**src/rtl/bps_pkg.sv**
```systemverilog
// Package for the boot power sequencer: constants shared by the design.
// Assumes a 25 MHz system clock; all times convert to cycles here.
package bps_pkg;

    // -----------------------------------------------------------------
    // Timing
    // -----------------------------------------------------------------
    localparam int CLK_HZ = 25000000;
    // Settle timeout for each analog ready signal, in microseconds.
    localparam int SETTLE_TIMEOUT_US = 500;
    localparam int SETTLE_TIMEOUT_CYC = (SETTLE_TIMEOUT_US * (CLK_HZ / 1000000));
    // Development-mode answer timeout per probe step, in microseconds.
    localparam int PROBE_TIMEOUT_US = 100;
    localparam int PROBE_TIMEOUT_CYC = (PROBE_TIMEOUT_US * (CLK_HZ / 1000000));
    // Width of the shared timeout counter.
    localparam int TMR_W = 16;

    // -----------------------------------------------------------------
    // Memory layout
    // -----------------------------------------------------------------
    localparam int OTP_AW = 13;           // 32 kB as 8 k words.
    localparam logic [15:0] HDR_LENGTH_ADDR = 16'h7FF8;
    localparam logic [15:0] HDR_FLAG1_ADDR = 16'h7F00;
    localparam logic [15:0] HDR_FLAG2_ADDR = 16'h7F04;
    localparam logic [31:0] APP_FLAG1 = 32'h1234_A5A5;
    localparam logic [31:0] APP_FLAG2 = 32'hA5A5_1234;

    // -----------------------------------------------------------------
    // Probe sequence
    // -----------------------------------------------------------------
    localparam logic [3:0] PROBE_LAST = 4'hA;
    // Interface kinds of a probe step.
    typedef enum logic [1:0] {
        BPS_IF_SPIM,
        BPS_IF_UART,
        BPS_IF_SPIS,
        BPS_IF_I2C
    } bps_if_e;

    // Boot outcome.
    typedef enum logic [1:0] {
        BPS_BOOT_NONE,
        BPS_BOOT_NORMAL,
        BPS_BOOT_DEV
    } bps_boot_e;

endpackage : bps_pkg

```
**src/rtl/bps_boot_power_sequencer.sv**
```systemverilog
// Boot power sequencer: supply detection, regulator and crystal start,
// wake-up mirror engine, boot mode selection and development probing.
// Assumes the analog ready and comparator levels are synchronous to clk,
// one-cycle read latency on the memory port and a RAM sink with ready.
//
// Functional notes
// - Hardwired power stage runs before anything else.
// - Startup firmware only after cold start.
// - Cold-start flag set at power-up.
// - Buck above 2 V, boost above 0.5 V.
// - First check boost; enable converter in boost.
// - Else bandgap, then core and memory regulators; here the bandgap starts in both cases.
// - Start crystal; second check overrides converter mode.
// - Poll ready signals; continue after timeout.
// - Control bit disables the ready timeout.
// - Power stage hands to firmware or mirror.
// - Copy-enable bit gates memory-to-RAM copy.
// - Hardware copies on wake, firmware on cold.
// - Retained word count sets copy length.
// - Full copy takes about 1.2 ms; here 8191 words take about 0.66 ms, two per four cycles.
// - Matching header flags select normal mode.
// - All-zero memory means development mode.
// - Random header still activates peripherals.
// - Development mode enables all download interfaces.
// - Probe steps 0 to 10 in fixed order.
// - Probe pins follow the fixed pin table.
// - Send character, wait answer, advance on timeout.
// - Normal: configure, copy, patch, then remap.
// - Final normal step issues a software reset.
// - Flag words must equal fixed magic values.
// - Header length gives words to copy.
`timescale 1ns/100ps

module bps_boot_power_sequencer (
    // Clock and reset.
    input wire logic clk,
    input wire logic rst,
    // Wake request and sleep retention.
    input wire logic wakeReq,
    input wire logic timeoutDisable,
    input wire logic copyEnable,
    // Analog comparators and ready levels.
    input wire logic highBatteryAboveBuck,
    input wire logic lowBatterySenseAboveBoost,
    input wire logic bandgapReady,
    input wire logic regulatorsReady,
    input wire logic crystalReady,
    // Analog enables.
    output logic dcdcEnable,
    output logic dcdcBoost,
    output logic bandgapEnable,
    output logic coreRegEnable,
    output logic memRegEnable,
    output logic fastCrystalOscillatorEnable,
    // Programmable memory read port.
    output logic otpRead,
    output logic [12:0] otpAddr,
    input wire logic [31:0] otpData,
    // System RAM write port.
    output logic ramWrite,
    output logic [12:0] ramAddr,
    output logic [31:0] ramData,
    input wire logic ramReady,
    // Processor and remap.
    output logic cpuRelease,
    output logic coldStart,
    output logic addressZeroRemap,
    output logic softReset,
    output logic [12:0] mirrorWordCount,
    output logic [1:0] bootMode,
    // Development probing.
    output logic [3:0] probeIndex,
    output logic [1:0] probeIface,
    output logic [2:0] probeClkPin,
    output logic [2:0] probeDataPin,
    output logic probeSend,
    input wire logic probeAnswer,
    output logic probeDone,
    output logic downloadActive
);

    // -----------------------------------------------------------------
    // State
    // -----------------------------------------------------------------
    typedef enum logic [4:0] {
        S_BOOST_CHK, S_BANDGAP, S_REGS, S_XTAL, S_MODE_CHK, S_HANDOFF,
        S_RD_LEN, S_RD_F1, S_RD_F2, S_DECIDE, S_COPY, S_COPY_DRAIN,
        S_REMAP, S_SWRESET, S_PROBE_SEND, S_PROBE_WAIT, S_DOWNLOAD,
        S_RUN
    } bps_state_e;

    bps_state_e state;
    bps_state_e next_state;
    logic [bps_pkg::TMR_W-1:0] timer;
    logic [12:0] copyCount;
    logic [12:0] rdPtr;
    logic rdPending;
    logic rdValid;
    logic [1:0] rdStep;
    logic headerMatch;
    logic coldPath;

    // Two-entry buffer between memory reads and RAM writes.
    logic [31:0] bufData [2];
    logic [1:0] bufCount;
    logic bufWrPtr;
    logic bufRdPtr;

    // -----------------------------------------------------------------
    // Decode
    // -----------------------------------------------------------------
    // A ready wait ends on the level, or on timeout unless disabled.
    wire logic timedOut = (timer >= bps_pkg::TMR_W'(bps_pkg::SETTLE_TIMEOUT_CYC))
        && !timeoutDisable;
    wire logic probeTimedOut =
        timer >= bps_pkg::TMR_W'(bps_pkg::PROBE_TIMEOUT_CYC);
    wire logic bufEmpty = bufCount == 2'd0;
    // Data lags a read by two edges; reads wait for room for each owed word.
    wire logic issueRead = (state == S_COPY) && (rdPtr != copyCount)
        && (({1'b0, bufCount} + {2'b00, rdPending} + {2'b00, rdValid})
        < 3'd2);
    wire logic bufPush = rdValid;
    wire logic bufPop = !bufEmpty && ramReady;
    wire logic copyFinished = (rdPtr == copyCount) && !rdPending && !rdValid
        && bufEmpty;
    // Next buffer head, so that the RAM port is driven from flip-flops.
    wire logic next_rdPtr = bufPop ? !bufRdPtr : bufRdPtr;
    wire logic [31:0] next_ramData = (bufPush && next_rdPtr == bufWrPtr) ?
        otpData : bufData[next_rdPtr];
    wire logic [1:0] next_bufCount = bufCount + {1'b0, bufPush}
        - {1'b0, bufPop};

    // Probe table: interface and pins per sequence index.
    wire logic [1:0] ifaceOfStep = (probeIndex < 4'd2) ? bps_pkg::BPS_IF_SPIM
        : (probeIndex < 4'd6) ? bps_pkg::BPS_IF_UART
        : (probeIndex == 4'd6) ? bps_pkg::BPS_IF_SPIS
        : bps_pkg::BPS_IF_I2C;
    wire logic [1:0] pairOfStep = (probeIndex < 4'd6) ?
        2'(probeIndex - 4'd2) : 2'(probeIndex - 4'd7);
    wire logic [2:0] clkPinOfStep = (ifaceOfStep == bps_pkg::BPS_IF_UART
        || ifaceOfStep == bps_pkg::BPS_IF_I2C) ? {pairOfStep, 1'b0}
        : 3'd0;
    wire logic [2:0] dataPinOfStep = (ifaceOfStep == bps_pkg::BPS_IF_UART
        || ifaceOfStep == bps_pkg::BPS_IF_I2C) ? {pairOfStep, 1'b1}
        : (probeIndex == 4'd1) ? 3'd1 : 3'd3;

    // -----------------------------------------------------------------
    // Next state
    // -----------------------------------------------------------------
    // The power stage always runs first, cold or wake.
    always_comb begin
        next_state = state;
        unique case (state)
            S_BOOST_CHK: next_state = S_BANDGAP;
            S_BANDGAP: if (bandgapReady || timedOut)
                next_state = S_REGS;
            S_REGS: if (regulatorsReady || timedOut)
                next_state = S_XTAL;
            S_XTAL: if (crystalReady || timedOut)
                next_state = S_MODE_CHK;
            S_MODE_CHK: next_state = S_HANDOFF;
            S_HANDOFF: next_state = coldPath ? S_RD_LEN
                : (copyEnable ? S_COPY : S_RUN);
            S_RD_LEN: if (rdStep == 2'd2) next_state = S_RD_F1;
            S_RD_F1: if (rdStep == 2'd2) next_state = S_RD_F2;
            S_RD_F2: if (rdStep == 2'd2) next_state = S_DECIDE;
            S_DECIDE: next_state = headerMatch ?
                (copyEnable ? S_COPY : S_REMAP) : S_PROBE_SEND;
            S_COPY: if (copyFinished) next_state = S_COPY_DRAIN;
            S_COPY_DRAIN: next_state = coldPath ? S_REMAP : S_RUN;
            S_REMAP: next_state = S_SWRESET;
            S_SWRESET: next_state = S_RUN;
            S_PROBE_SEND: next_state = S_PROBE_WAIT;
            S_PROBE_WAIT: begin
                if (probeAnswer) begin
                    next_state = S_DOWNLOAD;
                end else if (probeTimedOut) begin
                    next_state = (probeIndex == bps_pkg::PROBE_LAST) ?
                        S_RUN : S_PROBE_SEND;
                end
            end
            S_DOWNLOAD: next_state = S_DOWNLOAD;
            S_RUN: if (wakeReq) next_state = S_BOOST_CHK;
            default: next_state = S_BOOST_CHK;
        endcase
    end

    // -----------------------------------------------------------------
    // Sequencing registers
    // -----------------------------------------------------------------
    // State, timer and cold flag; the flag survives sleep, cleared by run.
    always_ff @(posedge clk) begin
        if (rst) begin
            state <= S_BOOST_CHK;
            timer <= '0;
            coldPath <= 1'b1;
        end else begin
            state <= next_state;
            timer <= (next_state != state) ? '0 : timer + 1'b1;
            if (state == S_RUN) begin
                coldPath <= 1'b0;
            end
        end
    end

    // Analog enables; the late mode check overrides the early one.
    always_ff @(posedge clk) begin
        if (rst) begin
            dcdcEnable <= 1'b0;
            dcdcBoost <= 1'b0;
            bandgapEnable <= 1'b0;
            coreRegEnable <= 1'b0;
            memRegEnable <= 1'b0;
            fastCrystalOscillatorEnable <= 1'b0;
        end else if (state == S_BOOST_CHK) begin
            dcdcEnable <= lowBatterySenseAboveBoost;
            dcdcBoost <= lowBatterySenseAboveBoost;
            bandgapEnable <= 1'b1;
        end else if (state == S_REGS) begin
            coreRegEnable <= 1'b1;
            memRegEnable <= 1'b1;
        end else if (state == S_XTAL) begin
            fastCrystalOscillatorEnable <= 1'b1;
        end else if (state == S_MODE_CHK) begin
            dcdcEnable <= 1'b1;
            dcdcBoost <= !highBatteryAboveBuck;
        end
    end

    // -----------------------------------------------------------------
    // Header reads and copy engine
    // -----------------------------------------------------------------
    // Header words take a read cycle, a wait cycle and a capture cycle each.
    always_ff @(posedge clk) begin
        if (rst) begin
            rdStep <= 2'd0;
            headerMatch <= 1'b0;
            mirrorWordCount <= '0;
        end else if (state == S_RD_LEN || state == S_RD_F1
            || state == S_RD_F2) begin
            rdStep <= (rdStep == 2'd2) ? 2'd0 : rdStep + 2'd1;
            if (rdStep == 2'd2 && state == S_RD_LEN) begin
                mirrorWordCount <= otpData[12:0];
            end
            if (rdStep == 2'd2 && state == S_RD_F1) begin
                headerMatch <= (otpData == bps_pkg::APP_FLAG1);
            end
            if (rdStep == 2'd2 && state == S_RD_F2) begin
                headerMatch <= headerMatch
                    && (otpData == bps_pkg::APP_FLAG2);
            end
        end else begin
            rdStep <= 2'd0;
        end
    end

    // Sequential read pointer from word zero up to the count.
    always_ff @(posedge clk) begin
        if (rst) begin
            rdPtr <= '0;
            rdPending <= 1'b0;
            rdValid <= 1'b0;
            copyCount <= '0;
        end else begin
            rdPending <= issueRead;
            rdValid <= rdPending;
            if (state != S_COPY) begin
                rdPtr <= '0;
                copyCount <= mirrorWordCount;
            end else if (issueRead) begin
                rdPtr <= rdPtr + 13'd1;
            end
        end
    end

    // Two-entry buffer: a stalled RAM holds the reads back.
    always_ff @(posedge clk) begin
        if (rst) begin
            bufCount <= 2'd0;
            bufWrPtr <= 1'b0;
            bufRdPtr <= 1'b0;
            ramAddr <= '0;
            ramWrite <= 1'b0;
            ramData <= '0;
        end else begin
            if (bufPush) begin
                bufData[bufWrPtr] <= otpData;
                bufWrPtr <= !bufWrPtr;
            end
            if (bufPop) begin
                bufRdPtr <= !bufRdPtr;
                ramAddr <= ramAddr + 13'd1;
            end
            if (state == S_HANDOFF || state == S_DECIDE) begin
                ramAddr <= '0;
            end
            bufCount <= next_bufCount;
            ramWrite <= next_bufCount != 2'd0;
            ramData <= next_ramData;
        end
    end

    // Memory read port outputs, registered.
    always_ff @(posedge clk) begin
        if (rst) begin
            otpRead <= 1'b0;
            otpAddr <= '0;
        end else begin
            otpRead <= issueRead || (rdStep == 2'd0 && (state == S_RD_LEN
                || state == S_RD_F1 || state == S_RD_F2));
            unique case (state)
                S_RD_LEN: otpAddr <= bps_pkg::HDR_LENGTH_ADDR[14:2];
                S_RD_F1: otpAddr <= bps_pkg::HDR_FLAG1_ADDR[14:2];
                S_RD_F2: otpAddr <= bps_pkg::HDR_FLAG2_ADDR[14:2];
                default: otpAddr <= rdPtr;
            endcase
        end
    end

    // -----------------------------------------------------------------
    // Boot outcome and probing
    // -----------------------------------------------------------------
    // Processor release, remap, reset pulse and probe outputs.
    always_ff @(posedge clk) begin
        if (rst) begin
            cpuRelease <= 1'b0;
            coldStart <= 1'b1;
            addressZeroRemap <= 1'b0;
            softReset <= 1'b0;
            bootMode <= bps_pkg::BPS_BOOT_NONE;
            probeIndex <= '0;
            probeIface <= '0;
            probeClkPin <= '0;
            probeDataPin <= '0;
            probeSend <= 1'b0;
            probeDone <= 1'b0;
            downloadActive <= 1'b0;
        end else begin
            coldStart <= coldPath;
            cpuRelease <= (state == S_RUN) || (state == S_PROBE_SEND)
                || (state == S_PROBE_WAIT) || (state == S_DOWNLOAD);
            softReset <= (state == S_SWRESET);
            if (state == S_REMAP) begin
                addressZeroRemap <= 1'b1;
            end
            if (state == S_DECIDE) begin
                bootMode <= headerMatch ? bps_pkg::BPS_BOOT_NORMAL
                    : bps_pkg::BPS_BOOT_DEV;
                probeIndex <= '0;
            end
            probeSend <= (state == S_PROBE_SEND);
            probeIface <= ifaceOfStep;
            probeClkPin <= clkPinOfStep;
            probeDataPin <= dataPinOfStep;
            if (state == S_PROBE_WAIT && !probeAnswer && probeTimedOut) begin
                if (probeIndex == bps_pkg::PROBE_LAST) begin
                    probeDone <= 1'b1;
                end else begin
                    probeIndex <= probeIndex + 4'd1;
                end
            end
            downloadActive <= (state == S_DOWNLOAD);
        end
    end

endmodule // bps_boot_power_sequencer

```
**config.mk**
```make
export PLATFORM = sky130hd
export DESIGN_NAME = bps_boot_power_sequencer
export DESIGN_NICKNAME = d
export VERILOG_FILES = /design/src/rtl/bps_pkg.sv /design/src/rtl/bps_boot_power_sequencer.sv
export SDC_FILE = /design/constraint.sdc
export NUM_CORES = 1
export LEC_CHECK = 0
export BUFFER_PORTS_ARGS = -buffer_cell sky130_fd_sc_hd__clkbuf_2
export CAP_MARGIN = 20
export CORE_ASPECT_RATIO = 0.6
export CORE_UTILIZATION = 51
export DETAILED_ROUTE_END_ITERATION = 12
export PLACE_DENSITY = 0.81
export SYNTH_ARGS = -nofsm -noshare
export SYNTH_HDL_FRONTEND = slang
export SYNTH_SLANG_ARGS = --single-unit
```
**constraint.sdc**
```tcl
create_clock -name clk -period 2.5 [get_ports clk]
set_input_delay 0.25 -clock clk [delete_from_list [all_inputs] [get_ports clk]]
set_output_delay 0.25 -clock clk [all_outputs]
set_load 0.1 [all_outputs]
```
== Yosys cells after proc, flatten, opt, wreduce, memory -nomap -nowiden ==
Memories as Yosys holds them, arrays and structs flattened. A register that Yosys moved wholly into a read port is not among the register bits.
Index checks and enable logic that the tools add are counted.
Word-level totals
  input bits: 44
  flip-flop bits (word level): 124
  bits in latches: 0
  bits in read-only memories: 0
  output and inout bits: 100
  word-level logic and storage cells: 179
  memories: 1
  memory bits (writable): 64
Cells by class
  multipliers: 0
  multiplexer cells: 42
  div/mod/pow operators: 0
  magnitude comparators: 5
  bitwise gates (word level): 4
  reduce and logical (&&, ||, !) cells: 50
  add/sub/neg operators: 11
  equality and inequality tests: 31
  shift-type cells: 0
Memories
  bufData: depth 2, width 32, read ports 1, clocked after Yosys merged registers in 1, write ports 1, RTL line bps_boot_power_sequencer.sv:104  | logic [31:0] bufData [2];
Operators with widths (count)
  $pmux W5 S18: 1
  $mux W5: 14
  $eq A5 B4 Y1 const B: 8
  $pmux W13 S3: 1
  $eq A32 B29 Y1 const B: 1
  $eq A32 B32 Y1 const B: 1
  $add A13 B1 Y13 const B: 2
  $eq A5 B3 Y1 const B: 4
  $add A16 B1 Y16 const B: 1
  $ge A16 B12 Y1 const B: 1
  $ge A16 B14 Y1 const B: 1
  $mux W1: 15
  $logic_and A1 B1 Y1: 14
  $eq A13 B13 Y1: 1
  $ne A13 B13 Y1: 1
  $mux W4: 3
  $logic_or A1 B1 Y1: 11
  $eq A5 B2 Y1 const B: 2
  $eq A5 B5 Y1 const B: 2
  $mux W2: 5
  $mux W3: 3
  $logic_not A1 Y1: 8
  $reduce_and A2 Y1: 4
  $reduce_or A2 Y1: 4
  other kinds (25): 35

== Logic depth before layout (Yosys ltp) ==
Gate-level depths: netlist of the first run.
  word-level depth: 8
  mapped depth: 12
  depth with buffers taken out: 9

== Worst setup path after synthesis of the first run ==
Ideal clock, no wire load.
  path type: register -> register
  start: register probeIndex[0]
  end: register timer[10] (netlist name)
  stages on the path, launching flop included: 11
  path slack: -377 ps
  arrival: 2811 ps
  setup time: 66 ps
  cells stage by stage: dfxtp_1 > inv_1 > ha_1 > nand2_1 > nor2_1 > a21oi_1 > o311ai_0 > a21oi_1 > clkbuf_1 > nand2_1 > a21oi_2
On the way
  cells in the longest elaborated chain, start to end: 7
Ends and longest elaborated chain
  from (decl): RTL line bps_boot_power_sequencer.sv:72  | output logic [3:0] probeIndex,
  from (signal assigned): RTL line bps_boot_power_sequencer.sv:359  | probeIndex <= probeIndex + 4'd1;
  $eq A4 B4 Y1: RTL line bps_boot_power_sequencer.sv:178  | next_state = (probeIndex == bps_pkg::PROBE_LAST) ?
  $mux W5: RTL line bps_boot_power_sequencer.sv:178
  $mux W5: RTL line bps_boot_power_sequencer.sv:177  | end else if (probeTimedOut) begin
  $mux W5: RTL line bps_boot_power_sequencer.sv:175  | if (probeAnswer) begin
  $pmux W5 S18: RTL line bps_boot_power_sequencer.sv:153  | unique case (state)
  $ne A5 B5 Y1: RTL line bps_boot_power_sequencer.sv:199  | timer <= (next_state != state) ? '0 : timer + 1'b1;
  $reduce_or A2 Y1 (no line)
  to (signal assigned): RTL line bps_boot_power_sequencer.sv:199
  to (decl): RTL line bps_boot_power_sequencer.sv:94  | logic [bps_pkg::TMR_W-1:0] timer;
Every way passes these cells.
A chain may end at the register's enable or synchronous reset.

== Final worst setup path of the first run ==
  start: register timer[0] (netlist name)
  end: register timer[8] (netlist name)
On the way
  cells in the longest elaborated chain, start to end: 7
Ends and longest elaborated chain
  $ge A16 B14 Y1: RTL line bps_boot_power_sequencer.sv:113  | wire logic timedOut = (timer >= bps_pkg::TMR_W'(bps_pkg::SETTLE_TIMEOUT_CYC))
  $logic_and A1 B1 Y1: RTL line bps_boot_power_sequencer.sv:114  | && !timeoutDisable;
  $logic_or A1 B1 Y1, on equally long branches: RTL line bps_boot_power_sequencer.sv:159, bps_boot_power_sequencer.sv:155, bps_boot_power_sequencer.sv:157
  $mux W5, on equally long branches: RTL line bps_boot_power_sequencer.sv:159, bps_boot_power_sequencer.sv:155, bps_boot_power_sequencer.sv:157
  $pmux W5 S18: RTL line bps_boot_power_sequencer.sv:153
  $ne A5 B5 Y1: RTL line bps_boot_power_sequencer.sv:199
  $reduce_or A2 Y1 (no line)
Several ways; a longest one is shown, not always the timed one.

==> results of run 1 <==
-- routing by layer --
| metal | wire [microns] | vias to the layer above | track usage, % | part of all wire [%] |
|---|---|---|---|---|
| met5 | 0 | - | 0 | 0 |
| met3 | 1577 | 22 | 3.692 | 7.4 |
| met2 | 9122 | 269 | 34.25 | 43 |
| li1 | - | 3520 | - | - |
| met4 | 200 | 0 | 3.919 | 0.93 |
| met1 | 10510 | 3449 | 35.81 | 49 |
-- sequential cells by signal, indices dropped and copies added (netlist names), 13 cells and up --
register / flops
timer: 16
bufData: 64
copyCount: 13
rdPtr: 13
ramAddr: 13
otpAddr: 13
mirrorWordCount: 13
ramData: 32
-- stage by stage --
step	cell area (sq um)	hold slack [ns]	utilization (%)	instances	worst slack [ns]
2_1_floorplan	8940	0.3489	-	906	0.004361
3_3_place_gp	10090	0.4468	58.93	1274	0.04163
3_5_place_dp	10090	0.4523	58.93	1274	-0.02148
4_1_cts	10930	0.001037	63.83	1325	-0.005896
5_1_grt	11060	0.004558	64.59	1329	-0.1468
6_report	11060	0.002613	64.59	1329	-0.02573
-- cells by family (layout without fill, tap and decap cells) --
group	after synthesis	count (layout)	share of synthesized area (%)
and+or+nand+nor	362	362	18.79
xor gates and xnor gates	53	53	5.202
adders and majority gates	12	12	1.683
AOI/OAI and AO/OA	156	156	11.09
muxes	35	35	3.926
other	1	1	0.04202
DFF	218	218	56.09
buffers and inverters	69	258	3.183
-- area by class of cell --
cell class | count | share of cell area [%]
sequential | 218 | 45.31
inverter | 19 | 0.6446
timing repair buffer | 201 | 11.26
clock buffer | 33 | 5.993
tap | 234 | 2.646
multi-input combinational | 619 | 33.86
clock inverter | 5 | 0.2827
-- cell usage in the layout (no fill, tap or decap), types with 27 or more instances in the layout --
master / count
xnor2_1: 27
o31ai_1: 33
buf_4: 42
nand2_1: 158
a21oi_1: 53
dfxtp_1: 149
edfxtp_1: 64
mux2i_1: 35
clkbuf_2: 141
nor2_1: 82
-- power by group through the flow --
stage | sequential (W) | clock [W] | combinational (W)
6_report | 0.00389 | 0.00313 | 0.00236
5_1_grt | 0.00391 | 0.00332 | 0.00246
4_1_cts | 0.00389 | 0.00318 | 0.00230
3_5_place_dp | 0.00397 | 0 | 0.00226
3_3_place_gp | 0.00396 | 0 | 0.00224
2_1_floorplan | 0.00491 | 0 | 0.000834
-- cells in the mapped netlist, types with 3 or more instances --
library cell and instances:
ha_1 12, or3_1 8, o21ai_0 21, nor4_1 16
a31oi_1 7, and3_1 10, inv_1 18, nor4bb_1 6
xor2_1 25, nand2b_1 6, buf_4 4, a21oi_1 59
nor3b_1 4, xnor2_1 28, a21oi_2 10, a211oi_1 3
nor3_1 9, o311ai_0 3, or2_2 3, or4_1 3
edfxtp_1 64, mux2i_1 35, o21a_1 3, nand2_1 158
o31ai_1 33, clkbuf_1 43, and2_1 4, nor2b_1 10
nand3_1 20, nor2_1 84, dfxtp_1 154, nand4_1 11
-- final timing paths --
check | slack, ns | endpoint | from | depth (start not counted)
worst max-delay path | -0.03 | timer[8] | timer[0] | 11
worst min register to register | 0.47 | bootMode[0] | bootMode[0] | 2
worst min-delay path | 0.003 | bufData[0][20] | otpData[20] | 1
worst max register to register | -0.03 | timer[8] | timer[0] | 11
-- timing repair --
item                                    CTS  global route
endpoints found under the setup margin   16            27
buffers inserted                          0             4
hold endpoints to repair                 27             0
gates resized for setup                   5            25
hold buffers                             13             0
pin swaps                                 0            12
==> results by group, run 1 <==
Global route
  • Initial antenna violation count: 0
  • GRT Overall Usage: 23.15%
  • Grt ovf: 0
  • Vias in the first global route: roughly 6,500
  • First-pass GRT wire length: 33,680 microns
  • Largest net degree at the start of global routing: 54

Floorplan
  • Die height: 104.5 microns
  • Chip width: about 170 microns
  • Area of the core: between 0.015 and 0.02 sq mm
  • # rows: 37
  • # IOs: 144
  • Initial core utilization: between 50% and 60%
  • Die area: approximately 0.018 sq mm

Pwr
  • Tot Pwr: around 0.0094 W
  • Logic pwr share: 25.1%
  • Total net switching power: 0.003103 W
  • VDD IR max: ~480 uV
  • Seq pwr share: 41.5%
  • P per Cell Area: roughly 850 mW/mm^2
  • Switching share of power: roughly 33%
  • Leakage: 4.485 nW
  • P_int: 0.006275 W
  • Clk pwr share: 33.4%

STA
  • Least-Margin Pin Slew: 0.6796 ns
  • Relative slew slack: 54.28%
  • Max Slew Vio Count: 0
  • RSZ-0062 raised after global routing: true
  • Total negative slack: -0.1332 ns
  • Fmax achieved: roughly 0.40 GHz
  • Clk_skew: 0.01829 ns
  • Tmin final: 2.526 ns
  • Hold Violations, Final: 0
  • Final Setup Violations: 9
  • Final WS setup: -0.02573 ns
  • Final Cycle Share: 101.0%

Detailed routing
  • Via Count: 7,260
  • Wirelength per Cell: between 15 and 20 microns
  • Drt drc: 0
  • DRT iter0 DRCs: around 600
  • Avg Vias per Cell: about 5.5
  • Final WL: ~21,000 microns
  • Routed Antenna Nets: 0
  • Drt pass-1 iters: 5

Clock network
  • CTS Sinks: 218
  • Htree depth: 1
  • Clk_lat worst skew: approximately 0.5 ns
  • Root buffer cell: clkbuf_16
  • Total CTS buffers: 21
  • Clk pin slew, worst setup/hold paths: 0.06 ns
  • CTS tree: yes
  • Clock Tree Buf Depth: 3

Setup path
  • Critical Path Start Type: flip-flop
  • Nature of the critical path endpoint: flip-flop
  • Slowest cell delay on critical path: 0.43 ns
  • CP max-delay cell: or3_4
  • Worst EP required: 2.92 ns
  • CP Max Fanout: 8
  • Worst path bufs/invs: 3
  • Cell-by-cell listing of the critical path: inv_2 > ha_4 > nand3_2 > or4_1 > a221o_1 > buf_4 > nand2_1 > o31ai_1 > or3_4 > buf_12 > a21oi_4
  • CP arrival: 2.95 ns
  • Crit Path Class: reg2reg
  • Crit path max-delay family: simple AND/OR/NAND/NOR gates

Status
  • Status: finished, violations left
  • Failing checks: setup timing

Finish
  • Fillers: 1,379
  • Multi-input gate area: 0.003746 sq mm
  • Area delta synth->final: 23.99%
  • Fraction of layout cells with a size suffix above 1: 23.84%
  • Sequential standard cell area: 0.005014 sq mm
  • Nets: around 1,100
  • N_diodes: 0

Synthesis
  • Post-synth EDFFs: 64
  • Ys Warns: 0
  • Seq/Total Area, Yosys: 56.09%
  • Syn Std Cell Area: 0.008924 sq mm
  • Dominant cell type by area after synthesis: dfxtp_1
  • Prevailing post-synth register cell: dfxtp_1
  • Synth cell types: 58
  • Top post-synthesis cells by area: dfxtp_1 35%, edfxtp_1 22%, nand2_1 6.6%
  • Post-Syn Instances: 906
  • Area share of the largest cell type after synthesis: 34.55%
  • Avg Cell Area, Syn: 9.849 sq um
  • Register bit total from synthesis: around 220
  • Mapped Nets: 962
  • Async SR Flop Fraction: 0%

Flow run
  • MaxCap Viol Count: 0

Place
  • Post-DP HPWL: 14,690 microns
  • PortBufs: 142
  • Gp weighted congestion: approximately 0.92

Worst hold path
  • Hold Crit Class: in2reg
Note: power is estimated with default switching activity, not from simulation.
==> run 2, diff against run 1 <==
--- a/config.mk
+++ b/config.mk
@@ -8,9 +8,11 @@
 export BUFFER_PORTS_ARGS = -buffer_cell sky130_fd_sc_hd__clkbuf_2
 export CAP_MARGIN = 20
 export CORE_ASPECT_RATIO = 0.6
+export CORE_MARGIN = 4
 export CORE_UTILIZATION = 51
 export DETAILED_ROUTE_END_ITERATION = 12
 export PLACE_DENSITY = 0.81
+export RECOVER_POWER = 50
 export SYNTH_ARGS = -nofsm -noshare
 export SYNTH_HDL_FRONTEND = slang
 export SYNTH_SLANG_ARGS = --single-unit
==> results by group, run 2 (synthesis results as in run 1) <==
Status
  • Status: finished, violations left (unchanged)
  • Failing checks: setup timing (unchanged)

Pwr
  • Total net switching power: 0.003058 W (was 0.003103 W)
  • VDD IR max: 495.1 uV (was 481.2 uV)
  • Switching share of power: 33.64% (was 33.09%)
  • Leakage: 4.152 nW (was 4.485 nW)
  • P_int: 0.006034 W (was 0.006275 W)
  • P per Cell Area: 842.9 mW/mm^2 (was 847.6 mW/mm^2)
  • Clk pwr share: 32.0% (was 33.4%)
  • Seq pwr share: 42.8% (was 41.5%)
  • Tot Pwr: 0.009092 W (was 0.009378 W)
  • Logic pwr share: 25.2% (was 25.1%)

Setup path
  • Worst EP required: 2.91 ns (was 2.92 ns)
  • Reg-to-reg slack, setup: -0.01 ns (was -0.03 ns)
  • Slowest cell delay on critical path: 0.40 ns (was 0.43 ns)
  • FF-to-FF path depth: 10 (was 11)
  • Worst path bufs/invs: 2 (was 3)
  • Cell-by-cell listing of the critical path: inv_2 > ha_4 > nand3_2 > or4_1 > a221o_1 > and2_1 > a311o_1 > or3_4 > buf_8 > a21oi_4 (was inv_2 > ha_4 > nand3_2 > or4_1 > a221o_1 > buf_4 > nand2_1 > o31ai_1 > or3_4 > buf_12 > a21oi_4)
  • CP Launch Point: timer[0] (unchanged)
  • Crit Path Class: reg2reg (unchanged)
  • Reg-to-Reg Start: timer[0] (unchanged)
  • CP max-delay cell: or4_1 (was or3_4)
  • Nature of the critical path endpoint: flip-flop (unchanged)
  • Critical Path Start Type: flip-flop (unchanged)
  • Worst path depth: 10 (was 11)
  • CP arrival: 2.92 ns (was 2.95 ns)
  • Worst Setup EP: timer[8] (unchanged)
  • CP Max Fanout: 8 (unchanged)
  • Crit path max-delay family: simple AND/OR/NAND/NOR gates (unchanged)
  • R2r endpoint: timer[8] (unchanged)

Finish
  • Biggest register: bufData (unchanged)
  • Nets: 1,130 (was 1,136)
  • N_diodes: 0 (unchanged)
  • Max FFs per register: 64 (unchanged)
  • Final core occ: 62.97% (was 64.59%)
  • Area delta synth->final: 20.88% (was 23.99%)
  • Biggest regs: bufData (64), ramData (32), timer (16) (unchanged)
  • Most common cell after layout, fill and taps aside: nand2_1 (unchanged)
  • Commonest cells after routing, fill and taps aside: 158 x nand2_1, 149 x dfxtp_1, 86 x clkbuf_1, 83 x nor2_1, 71 x clkbuf_2 (was 158 x nand2_1, 149 x dfxtp_1, 141 x clkbuf_2, 82 x nor2_1, 64 x edfxtp_1)
  • Fraction of layout cells with a size suffix above 1: 15.63% (was 23.84%)

Place
  • PortBufs: 142 (unchanged)
  • Gp weighted congestion: 0.9595 (was 0.9248)
  • Pre-CTS setup slack: -0.06664 ns (was -0.02148 ns)
  • Post-DP HPWL: 15,220 microns (was 14,690 microns)

Global route
  • Largest net degree at the start of global routing: 106 (was 54)
  • Vias in the first global route: 6,657 (was 6,505)
  • Grt ovf: 0 (unchanged)
  • Initial antenna violation count: 0 (unchanged)
  • GRT Overall Usage: 21.23% (was 23.15%)
  • First-pass GRT wire length: 34,280 microns (was 33,680 microns)

STA
  • Fin Hold WS: 0.07426 ns (was 0.002613 ns)
  • Final Setup Violations: 2 (was 9)
  • RSZ-0062 raised after global routing: true (unchanged)
  • Final Cycle Share: 100.4% (was 101.0%)
  • Hold Violations, Final: 0 (unchanged)
  • Tmin final: 2.510 ns (was 2.526 ns)
  • Final WS setup: -0.01027 ns (was -0.02573 ns)
  • Clk_skew: 0.01027 ns (was 0.01829 ns)
  • Relative slew slack: 20.57% (was 54.28%)
  • Least-Margin Pin Slew: 1.197 ns (was 0.6796 ns)
  • Fmax achieved: 0.3984 GHz (was 0.3959 GHz)
  • Max Slew Vio Count: 0 (unchanged)

Clock network
  • Htree depth: 1 (unchanged)
  • Clock Tree Buf Depth: 3 (unchanged)
  • Total CTS buffers: 21 (unchanged)
  • Root buffer cell: clkbuf_16 (unchanged)
  • Clk_lat worst skew: 0.49 ns (was 0.50 ns)
  • CTS tree: yes (unchanged)
  • Clk pin slew, worst setup/hold paths: 0.06 ns (about the same)
  • CTS Sinks: 218 (unchanged)

Worst hold path
  • Hold Crit Class: in2reg (unchanged)

Floorplan
  • Chip width: 178.8 microns (was 172.8 microns)
  • # IOs: 144 (unchanged)
  • Die area: 0.01975 sq mm (was 0.01805 sq mm)
  • # rows: 37 (unchanged)
  • Area of the core: 0.01713 sq mm (unchanged)
  • Initial core utilization: 52.10% (unchanged)
  • Die height: 110.5 microns (was 104.5 microns)

Detailed routing
  • Wirelength per Cell: 16.47 microns (was 16.11 microns)
  • Routed Antenna Nets: 0 (unchanged)
  • DRT iter0 DRCs: 626 (was 602)
  • Final WL: 21,780 microns (was 21,410 microns)
  • Drt pass-1 iters: 6 (was 5)
  • Via Count: 7,206 (was 7,260)
  • Drt drc: 0 (unchanged)
  • Avg Vias per Cell: 5.451 (was 5.463)

Flow run
  • MaxCap Viol Count: 0 (unchanged)
run 2: final cells by class:
type	count	area [sq um]
multi-input combinational	619	3724
inverter	19	71.32
timing repair buffer	195	1065
tap	234	292.8
sequential	218	5014
fill	1443	6342
clock inverter	9	68.82
clock buffer	28	551.8
run 2: metal layers:
layer	routed length, microns	global-route usage [%]	part of all wire (%)
met5	0	0	0
met1	10150	32.21	47
met2	9405	31.93	43
met4	313	3.781	1.4
met3	1906	4.140	8.8
run 2: power by group through the flow:
stage	Combinational (W)	Clock, W	Sequential (W)
after floorplan	0.000834	0	0.00491
after global placement	0.00221	0	0.00396
after detailed placement	0.00223	0	0.00397
after CTS	0.00228	0.00297	0.00389
after global routing	0.00240	0.00312	0.00391
final	0.00229	0.00291	0.00389
run 2: worst min path at each step:
| stage | end | cells past startpoint | start |
|---|---|---|---|
| after floorplan | bufData[0][0] | 0 | otpData[0] |
| after global placement | probeDone | 2 | probeDone |
| after detailed placement | bandgapEnable | 2 | bandgapEnable |
| after CTS | bufData[1][17] | 1 | otpData[17] |
| after global routing | bufData[0][13] | 1 | otpData[13] |
| final | dcdcEnable | 3 | lowBatterySenseAboveBoost |
run 2: stage by stage:
| stage | instances | instance area (sq um) | setup TNS, ns |
|---|---|---|---|
| floorplan | 906 | 8940 | 0 |
| global placement | 1273 | 10090 | 0 |
| detailed placement | 1273 | 10090 | -0.8095 |
| CTS | 1320 | 10850 | -0.6106 |
| global route | 1322 | 10790 | -1.487 |
| finish | 1322 | 10790 | -0.01406 |
run 2: timing repair:
action                                 CTS  global route
gates resized for setup                 14            12
pin swaps                                8             8
endpoints found under the hold margin   18             0
buffers inserted                         1             2
hold buffers                             9             0
setup endpoints to repair               17            27
run 2: tightest hold or removal path, stage by stage:
cell and delay [ns]:
clkbuf_2 0.09, nor2_1 0.09, a211oi_1 0.08
